`src/vtru_pkg.sv`:
```
// Package of constants and carrier types for the vector and table read unit
package vtru_pkg;

  // ==========================================================================
  // Program memory vectors
  localparam logic [11:0] VEC_RESET = 12'h000;  // Reset entry
  localparam logic [11:0] VEC_SERIAL = 12'h004;  // Serial byte done entry
  localparam logic [11:0] VEC_TIMER = 12'h008;  // Timer overflow entry
  localparam logic [11:0] VEC_EXT = 12'h00c;  // External falling edge entry

  // ==========================================================================
  // Data memory addresses of the table registers
  localparam logic [7:0] ADDR_PTR_LOW = 8'h07;  // table_pointer_low
  localparam logic [7:0] ADDR_HIGH_RESULT = 8'h08;  // table_high_result
  localparam logic [7:0] ADDR_PTR_HIGH = 8'h1f;  // table_pointer_high

  // ==========================================================================
  // Reset values and fixed fields
  localparam logic [7:0] PTR_RESET = 8'h00;  // Table pointer reset value
  localparam logic [7:0] RESULT_RESET = 8'h00;  // High result reset value
  localparam logic [3:0] LAST_PAGE = 4'hf;  // Upper nibble of last page
  localparam logic [11:0] PC_RESET = 12'h000;  // Program counter after reset
  localparam int unsigned TABLE_CYCLES = 2;  // Instruction cycles per table read

  // ==========================================================================
  // Table read sequencer states
  typedef enum logic [1:0]
  {
    VTRU_IDLE = 2'b00,  // No table read in progress
    VTRU_FETCH = 2'b01,  // First cycle: program memory fetch
    VTRU_WRITE = 2'b10  // Second cycle: results written
  } vtru_state_t;

  // Interrupt request bundle
  typedef struct packed
  {
    logic serial;  // Serial byte complete
    logic timer;  // Timer overflow
    logic ext;  // External falling edge
  } vtru_irq_t;

  // Complete module state
  typedef struct packed
  {
    vtru_state_t state;  // Table sequencer
    logic [7:0] ptr_low;  // table_pointer_low
    logic [7:0] ptr_high;  // table_pointer_high
    logic [6:0] high_result;  // table_high_result bits 6..0
    logic [7:0] low_byte;  // Low byte toward data memory
    logic low_valid;  // Low byte write strobe
    vtru_irq_t pending;  // Recorded interrupt requests
    logic ext_prev;  // Previous external pin level
    logic [11:0] vector;  // Last branch vector
    logic vector_valid;  // Branch strobe
    logic [2:0] ack;  // Acknowledge pulses
  } vtru_st_t;

endpackage

```
`src/vtru_unit.sv`:
```
// Vector generation and table read addressing for the processor core
`timescale 1ns/1ps

module vtru_unit
(
  input  wire logic        clock_in,              // Core clock
  input  wire logic        resetn_in,             // Device reset, active low
  input  wire logic        high_ptr_option_in,    // Configuration: high pointer used
  // Data memory access from the core
  input  wire logic [7:0]  dm_addr_in,            // Register address
  input  wire logic [7:0]  dm_wdata_in,           // Write data
  input  wire logic        dm_we_in,              // Write strobe
  output logic      [7:0]  dm_rdata_out,          // Read data
  output logic             dm_hit_out,            // Address belongs to this block
  // Table read requests
  input  wire logic        table_read_current_page_in, // Current-page read start
  input  wire logic        table_read_last_page_in,    // Last-page read start
  input  wire logic [11:0] program_counter_in,    // Current program counter
  output logic      [11:0] pm_addr_out,           // Program memory table address
  output logic             pm_read_out,           // Program memory read strobe
  input  wire logic [14:0] pm_word_in,            // Fetched word, valid in write cycle
  output logic      [7:0]  table_low_byte_out,    // Low byte toward data memory
  output logic             table_low_valid_out,   // Low byte write strobe
  output logic             table_busy_out,        // Table read in progress
  // Interrupt sources and control
  input  wire logic        serial_done_in,        // Serial 8-bit transfer complete
  input  wire logic        timer_overflow_in,     // Timer overflow pulse
  input  wire logic        ext_int_pin_in,        // External interrupt pin
  input  wire logic        serial_enable_in,      // Serial interrupt enabled
  input  wire logic        timer_enable_in,       // Timer interrupt enabled
  input  wire logic        ext_enable_in,         // External interrupt enabled
  input  wire logic        global_enable_in,      // Global interrupt enable
  input  wire logic        stack_full_in,         // Return stack full
  output logic      [11:0] vector_out,            // Branch target
  output logic             vector_valid_out,      // Branch strobe, one cycle per interrupt, held high during reset
  output logic      [2:0]  irq_ack_out,           // Ack: [2] serial [1] timer [0] ext
  output logic      [2:0]  irq_pending_out        // Recorded requests
);

  // ==========================================================================
  // State registers
  vtru_pkg::vtru_st_t st_q;  // Registered state
  vtru_pkg::vtru_st_t st_d;  // Next state
  logic [3:0] page_nibble;  // Upper address nibble
  logic [11:0] table_addr;  // Assembled table address
  logic last_page_q;  // Remembers read kind
  logic last_page_d;  // Next read kind
  logic start;  // Any table read start

  // ==========================================================================
  // Table address assembly
  always_comb
  begin
    // Page selection
    if (last_page_q)
    begin
      page_nibble = vtru_pkg::LAST_PAGE;
    end
    else if (high_ptr_option_in)
    begin
      page_nibble = st_q.ptr_high[3:0];
    end
    else
    begin
      page_nibble = program_counter_in[11:8];
    end
    table_addr = {page_nibble, st_q.ptr_low};
  end

  // ==========================================================================
  // Next state
  always_comb
  begin
    st_d = st_q;
    last_page_d = last_page_q;
    start = table_read_current_page_in | table_read_last_page_in;
    st_d.low_valid = 1'b0;
    st_d.vector_valid = 1'b0;
    st_d.ack = 3'b000;
    st_d.ext_prev = ext_int_pin_in;
    // Register writes; result register has no write path
    if (dm_we_in && dm_addr_in == vtru_pkg::ADDR_PTR_LOW)
    begin
      st_d.ptr_low = dm_wdata_in;
    end
    if (dm_we_in && dm_addr_in == vtru_pkg::ADDR_PTR_HIGH)
    begin
      st_d.ptr_high = dm_wdata_in;
    end
    // Table read sequencer, two instruction cycles
    unique case (st_q.state)
      vtru_pkg::VTRU_IDLE:
      begin
        if (start)
        begin
          st_d.state = vtru_pkg::VTRU_FETCH;
          last_page_d = table_read_last_page_in;
        end
      end
      vtru_pkg::VTRU_FETCH:
      begin
        st_d.state = vtru_pkg::VTRU_WRITE;
      end
      vtru_pkg::VTRU_WRITE:
      begin
        st_d.state = vtru_pkg::VTRU_IDLE;
        st_d.low_byte = pm_word_in[7:0];
        st_d.low_valid = 1'b1;
        st_d.high_result = pm_word_in[14:8];
      end
      default:
      begin
        st_d.state = vtru_pkg::VTRU_IDLE;
      end
    endcase
    // Requests recorded; new events win over acknowledgement clears
    if (st_q.ack[2]) st_d.pending.serial = 1'b0;
    if (st_q.ack[1]) st_d.pending.timer = 1'b0;
    if (st_q.ack[0]) st_d.pending.ext = 1'b0;
    if (serial_done_in) st_d.pending.serial = 1'b1;
    if (timer_overflow_in) st_d.pending.timer = 1'b1;
    if (st_q.ext_prev && !ext_int_pin_in) st_d.pending.ext = 1'b1;
    // Acknowledge by priority, held off while stack full or busy
    if (global_enable_in && !stack_full_in && st_q.ack == 3'b000 &&
        st_q.state == vtru_pkg::VTRU_IDLE && !start)
    begin
      if (st_q.pending.serial && serial_enable_in)
      begin
        st_d.vector = vtru_pkg::VEC_SERIAL;
        st_d.vector_valid = 1'b1;
        st_d.ack = 3'b100;
      end
      else if (st_q.pending.timer && timer_enable_in)
      begin
        st_d.vector = vtru_pkg::VEC_TIMER;
        st_d.vector_valid = 1'b1;
        st_d.ack = 3'b010;
      end
      else if (st_q.pending.ext && ext_enable_in)
      begin
        st_d.vector = vtru_pkg::VEC_EXT;
        st_d.vector_valid = 1'b1;
        st_d.ack = 3'b001;
      end
    end
  end

  // ==========================================================================
  // State register; reset presents the reset vector
  always_ff @(posedge clock_in or negedge resetn_in)
  begin
    if (!resetn_in)
    begin
      st_q <= '{state: vtru_pkg::VTRU_IDLE, ptr_low: vtru_pkg::PTR_RESET,
                ptr_high: vtru_pkg::PTR_RESET, high_result: 7'h00,
                low_byte: 8'h00, low_valid: 1'b0, pending: 3'b000,
                ext_prev: 1'b1, vector: vtru_pkg::VEC_RESET,
                vector_valid: 1'b1, ack: 3'b000};
      last_page_q <= 1'b0;
    end
    else
    begin
      st_q <= st_d;
      last_page_q <= last_page_d;
    end
  end

  // ==========================================================================
  // Register reads
  always_comb
  begin
    dm_hit_out = 1'b1;
    unique case (dm_addr_in)
      vtru_pkg::ADDR_PTR_LOW: dm_rdata_out = st_q.ptr_low;
      vtru_pkg::ADDR_PTR_HIGH: dm_rdata_out = st_q.ptr_high;
      vtru_pkg::ADDR_HIGH_RESULT: dm_rdata_out = {1'b0, st_q.high_result};
      default:
      begin
        dm_rdata_out = 8'h00;
        dm_hit_out = 1'b0;
      end
    endcase
  end

  // ==========================================================================
  // Outputs
  assign pm_addr_out = table_addr;
  assign pm_read_out = (st_q.state == vtru_pkg::VTRU_FETCH);
  assign table_low_byte_out = st_q.low_byte;
  assign table_low_valid_out = st_q.low_valid;
  assign table_busy_out = (st_q.state != vtru_pkg::VTRU_IDLE);
  assign vector_out = st_q.vector;
  assign vector_valid_out = st_q.vector_valid;
  assign irq_ack_out = st_q.ack;
  assign irq_pending_out = st_q.pending;

endmodule

```
`config.mk`:
```
export PLATFORM = sky130hd
export DESIGN_NAME = vtru_unit
export DESIGN_NICKNAME = d
export VERILOG_FILES = /design/src/vtru_pkg.sv /design/src/vtru_unit.sv
export SDC_FILE = /design/constraint.sdc
export NUM_CORES = 1
export LEC_CHECK = 0
export ABC_AREA = 1
export BUFFER_PORTS_ARGS = -buffer_cell sky130_fd_sc_hd__buf_2
export CAP_MARGIN = 40
export CORE_ASPECT_RATIO = 1.25
export CORE_UTILIZATION = 39
export CTS_BUF_LIST = sky130_fd_sc_hd__clkbuf_4
export CTS_CLUSTER_DIAMETER = 100
export DETAILED_ROUTE_END_ITERATION = 16
export GPL_TIMING_DRIVEN = 0
export PLACE_DENSITY = 0.71
export SLEW_MARGIN = 15
export SYNTH_ARGS = -nofsm -noshare
export SYNTH_HDL_FRONTEND = slang
export SYNTH_SLANG_ARGS = --single-unit
```
`constraint.sdc`:
```
create_clock -name clock_in -period 1.5 [get_ports clock_in]
set_input_delay 0.15 -clock clock_in [delete_from_list [all_inputs] [get_ports clock_in]]
set_output_delay 0.15 -clock clock_in [all_outputs]
set_load 0.05 [all_outputs]
```
==> Word level (Yosys, flattened, before mapping) <==
Cells that the tools add are included.
{ "word_totals": {"reg_bits": 55, "input_bits": 57, "out_inout_bits": 51} }
{ "op_classes": {"eq_ne": 6, "muxes": 17, "n_bitwise": 1, "n_reduce_logical": 23} }
{ "ops": {"columns": ["operator", "count"], "rows": [
  ["2-to-1 mux 16 bit", 3],
  ["case mux 8 bit (3 select lines)", 1],
  ["2-to-1 mux 4 bit", 3],
  ["logical AND 1 bit", 10],
  ["equality test 8 x 3 -> 1 bit, second input constant", 1],
  ["equality test 8 x 4 -> 1 bit, second input constant", 1],
  ["equality test 8 x 5 -> 1 bit, second input constant", 1],
  ["2-to-1 mux 1 bit", 8],
  ["nonzero test 2 bit", 4],
  ["case mux 2 bit (2 select lines)", 1],
  ["AND reduction 2 bit", 2],
  ["zero test 1 bit", 3],
  ["zero test 3 bit", 1],
  ["nonzero test 3 bit", 1],
  ["OR reduction 3 bit", 1],
  ["equality test 2 x 1 -> 1 bit, second input constant", 1],
  ["equality test 2 bit, second input constant", 1],
  ["zero test 2 bit", 1],
  ["2-to-1 mux 2 bit", 1],
  ["!= test 2 bit, second input constant", 1],
  ["OR 1 bit", 1]
]} }

==> Logic depth before layout (Yosys ltp) <==
{ "logic_depth": {"ltp_word": 6, "ltp_mapped": 7, "ltp_nobuf": 7} }

==> Worst setup path after synthesis <==
No wires, ideal clock.
{ "synth_path": {"path_type": "register to register", "start": "register st_q[52] (netlist name)", "end": "register st_q (netlist bit vector_out[2])", "setup_time_ps": 123, "arrival_time_ps": 1265, "path_slack_ps": 112, "path_stages_with_launch": 7, "period_less_slack_ps": 1388, "path_cell_list": "dfrtp_1 > inv_1 > nand2_1 > nor2_1 > nand3_1 > nand2_1 > nand2_1"} }
{ "synth_via": {"elab_chain_len": 4} }
{ "synth_rtl": {"columns": ["item", "line_no", "text"], "rows": [
  ["from (decl)", "vtru_unit.sv:42", "vtru_pkg::vtru_st_t st_q;"],
  ["from (signal assigned)", "vtru_unit.sv:154", "st_q <= '{state: vtru_pkg::VTRU_IDLE, ptr_low: vtru_pkg::PTR_RESET,"],
  ["from (signal assigned)", "vtru_unit.sv:163", "st_q <= st_d;"],
  ["zero test 2 bit", "vtru_unit.sv:125", "st_q.state == vtru_pkg::VTRU_IDLE && !start)"],
  ["logical AND 1 bit", "vtru_unit.sv:124", "if (global_enable_in && !stack_full_in && st_q.ack == 3'b000 &&"],
  ["logical AND 1 bit", "vtru_unit.sv:125", null],
  ["AND reduction 2 bit (no source line)", null, null]
]} }
No other way between the ends.
A chain may end at the register's enable or synchronous reset.

==> Final worst setup path <==
{ "layout_path": {"start": "input port dm_addr_in[4]", "end": "output port dm_rdata_out[4]"} }
{ "layout_via": {"elab_chain_len": 2, "elab_cells_between_ends": 4, "classes_between": "eq/ne: 3; mux: 1"} }
{ "layout_rtl": {"columns": ["item", "line_no", "text"], "rows": [
  ["from (decl)", "vtru_unit.sv:10", "input wire logic [7:0] dm_addr_in,"],
  ["equality test 8 x 4 -> 1 bit, or another cell as far along", "vtru_unit.sv:173", "unique case (dm_addr_in)"],
  ["case mux 8 bit (3 select lines) *", "vtru_unit.sv:173", null],
  ["to (decl)", "vtru_unit.sv:13", "output logic [7:0] dm_rdata_out,"]
]} }
Every way passes the cells marked *; elsewhere a longest branch is shown, timed or not.

==> flow_summary.ini <==
[status]
outcome = complete, no violations

[power_and_ir_drop]
pwr-share-comb_pct = 46.6
power_mw = 4.58
leakagePower_nw = 1.88
power_frac_clock_pct = 16.5
seq_power_share_pct = 36.9
p_sw_mw = 2.07
p_int_mw = 2.51
swShare_pct = 45.1
irDropWorstVdd_mv = 1.61
powerDensity_mw_per_mm2 = 1380

[grt]
grt_max_degree = 28
grt_antenna_before_repair = 0
grt_pass1_vias = 2139
grt_pass1_wl_microns = 9230
grt_use_total_pct = 18.0
grt-ovfl-total = 0

[die]
initial_core_util_pct = 41.0
die_x_microns = 72.4
rows = 31
ios = 108
die_area_sq_mm = 0.00652
fp.dieH_microns = 90.0
core-area_sq_mm = 0.00590

[sta]
max_freq_ghz = 0.715
slew_violations = 0
fin_crit_ps = 1400
setup_viol = 0
tns_ps = 0
grt_setup_unrepaired = no
fin_skew_ps = 9.04
min_period_over_period_pct = 93.2
finalHoldViolations = 0

[yosys]
synth.avg_cell_area_sq_um = 8.14
synth_ff_type = dfrtp_1
netlist.area_leader.share_pct = 44.5
synth_area_sq_mm = 0.00242
synth_area_leader_cell = dfrtp_1
synth_cell_types = 25
synth_top_family_by_area = simple AND/OR/NAND/NOR gates
synth.area.top_cells = dfrtp_1, nand2_1, buf_4
ys_seq_area_share_pct = 46.7
synthMuxAreaShare_pct = 0
synth_xor_xnor_area_share_pct = 0
synth_cells = 297
yosys_register_bits = 45
synthArstFlopShare_pct = 100
synth-simple-area-share_pct = 29.9
yosys_warnings = 0
synthAdderAreaFrac_pct = 0
synth_edf_count = 0
synth_compound_area_share_pct = 6.36

[drt]
wl_microns = 5490
vias = 2243
wl_per_cell_microns = 10.8
drt_iter0_drc = 89
drc = 0
detail_route.first_pass.iterations = 4
vias_per_cell = 4.43
antenna_left = 0

[setup_path]
path_cells = buf_2 -> inv_1 -> nand2_1 -> nor2_4 -> buf_4 -> nand3_1 -> nand3_1 -> clkbuf_4
endpoint_kind = output port
path_max_fanout = 10
max_stage_delay_ps = 230
required_ps = 1350
start_kind = input port
slowest_stage = clkbuf_4
worst-setup-path-type = input port to output port
cp_top_family = buffers and inverters
crit_buf_inv = 4
crit_top_cell = nand3_1
cp.arrival_ps = 1250

[final_layout]
area_growth_syn_to_layout_pct = 37.5
layout-drive-gt1-share_pct = 39.2
num_antenna_cells = 0
stdcell_count = 506
final_nets = 480
fillers = 586

[placed_design]
gp_congestion = 0.805
placed_cells = 478
dp_hpwl_microns = 4180
port_buffers = 89

[worst_hold_path]
min-delay-path-class = input port to flop

[clock_tree]
htreeDepth = 2
clockBufferDepth = 2
clk_latency_ps = 360
cts_buffers = 5
clockRootBuffer = clkbuf_4
cts_tree = yes
cts_sinks = 45
clkTransAtPathRegs_ps = 150

[job]
drv_cap = 0
[worst reg2reg max path, cell delays in order (launching register included)]
cell	delay [ps]
dfrtp_1	410
inv_2	50
nor2_2	260
inv_2	120
buf_2	200
nand2_1	80
nand2_1	40
[state kept, by name (all words and copies together) (netlist names)]
| name | count |
|---|---|
| irq_ack_out | 3 |
| irq_pending_out | 3 |
| last_page_q | 1 |
| pm_addr_out | 8 |
| st_q | 18 |
| table_low_byte_out | 8 |
| table_low_valid_out | 1 |
| vector_out | 2 |
| vector_valid_out | 1 |
[final timing paths]
kind	start	end	slack (ps)	cells after the start
max in group asynchronous	resetn_in	pm_addr_out[0]$_DFFE_PN0P_	740	3
max reg2reg	st_q[53]$_DFFE_PN0P_	st_q[31]$_DFFE_PN0P_	240	6
max	dm_addr_in[4]	dm_rdata_out[4]	100	8
min reg2reg	table_low_byte_out[4]$_DFFE_PN0P_	table_low_byte_out[4]$_DFFE_PN0P_	490	2
min	dm_wdata_in[1]	st_q[37]$_DFFE_PN0P_	40	3
min in group asynchronous	resetn_in	irq_pending_out[2]$_DFFE_PN0P_	280	2
[metal layers]
metal  wire length, microns  global-route usage (%)  vias up
li1                       -                       -     1145
met2                   2820                    31.3       75
met5                      0                       0        -
met4                     68                    4.58        0
met3                    301                    4.15        8
met1                   2300                    21.9     1015
[power groups by stage]
stage	logic, mW	clock network (mW)	registers, mW
6_report	2.13	0.757	1.69
5_1_grt	2.30	0.835	1.72
4_1_cts	2.14	0.784	1.69
3_5_place_dp	2.09	0	1.71
3_3_place_gp	2.07	0	1.70
2_1_floorplan	1.64	0	1.70
[cell families (layout without fill, tap and decap cells)]
| logic type | count (synthesis) | after routing |
|---|---|---|
| AND/OR/NAND/NOR | 160 | 160 |
| buffers and inverters | 69 | 187 |
| flip-flops | 45 | 45 |
| AO/OA/AOI/OAI | 22 | 22 |
| other | 1 | 10 |
[cell type report]
type | count | area, sq um | share of cell area (%)
clock inverter | 3 | 46.3 | 1.39
buffer | 40 | 300 | 9.03
multi-input combinational | 192 | 927 | 27.9
clock buffer | 5 | 37.5 | 1.13
sequential | 45 | 1130 | 33.9
timing repair buffer | 110 | 673 | 20.2
tap | 82 | 103 | 3.09
inverter | 29 | 109 | 3.27
[timing repair]
action | in CTS | in global routing
gates resized for setup | 0 | 6
hold endpoints to repair | 36 | 0
hold buffers | 20 | 0
setup endpoints to repair | 0 | 5
buffers inserted | 0 | 0
[per-stage QoR]
| step | hold WS (ps) | cell area (sq um) | util (%) | setup slack, ps |
|---|---|---|---|---|
| final | 38.5 | 3320 | 56.4 | 101 |
| after floorplan | -146 | 2450 | - | 112 |
| after global routing | 21.6 | 3320 | 56.4 | 8.47 |
| after CTS | 31.3 | 3300 | 56.0 | 16.8 |
| after global placement | 267 | 3000 | 50.9 | 71.5 |
| after detailed placement | 129 | 3020 | 51.2 | 27.9 |
[placed cells by master, fill, tap and decap left out, types with 2 or more instances in the layout]
cell type      Yosys  layout
conb_1             1      10
buf_4             35      35
buf_2              3      89
dfstp_2            2       2
nor2_4             3       4
nor2_2             3       3
inv_2              2       2
dfrtp_1           43      43
nor2_1            13      12
buf_6              2       2
clkbuf_4           0       8
dlygate4sd3_1      0      20
nand2_2            4       4
nand3_1           38      38
o21ai_1            6       6
nand2_1           93      93
nand3_4            2       2
o21ai_2           10      10
o21ai_0            2       2
inv_1             27      27
[Yosys cell counts (2+ instances only)]
library cell / number
buf_2: 3
nand3_4: 2
nor2_2: 3
nor2_1: 13
nand2_1: 93
nand3_1: 38
o21ai_2: 10
buf_4: 35
o21ai_0: 2
nor3_1: 2
dfrtp_1: 43
o21ai_1: 6
nand2_2: 4
inv_2: 2
buf_6: 2
dfstp_2: 2
inv_1: 27
nor2_4: 3
No activity file was read; power rests on OpenSTA's default activity.
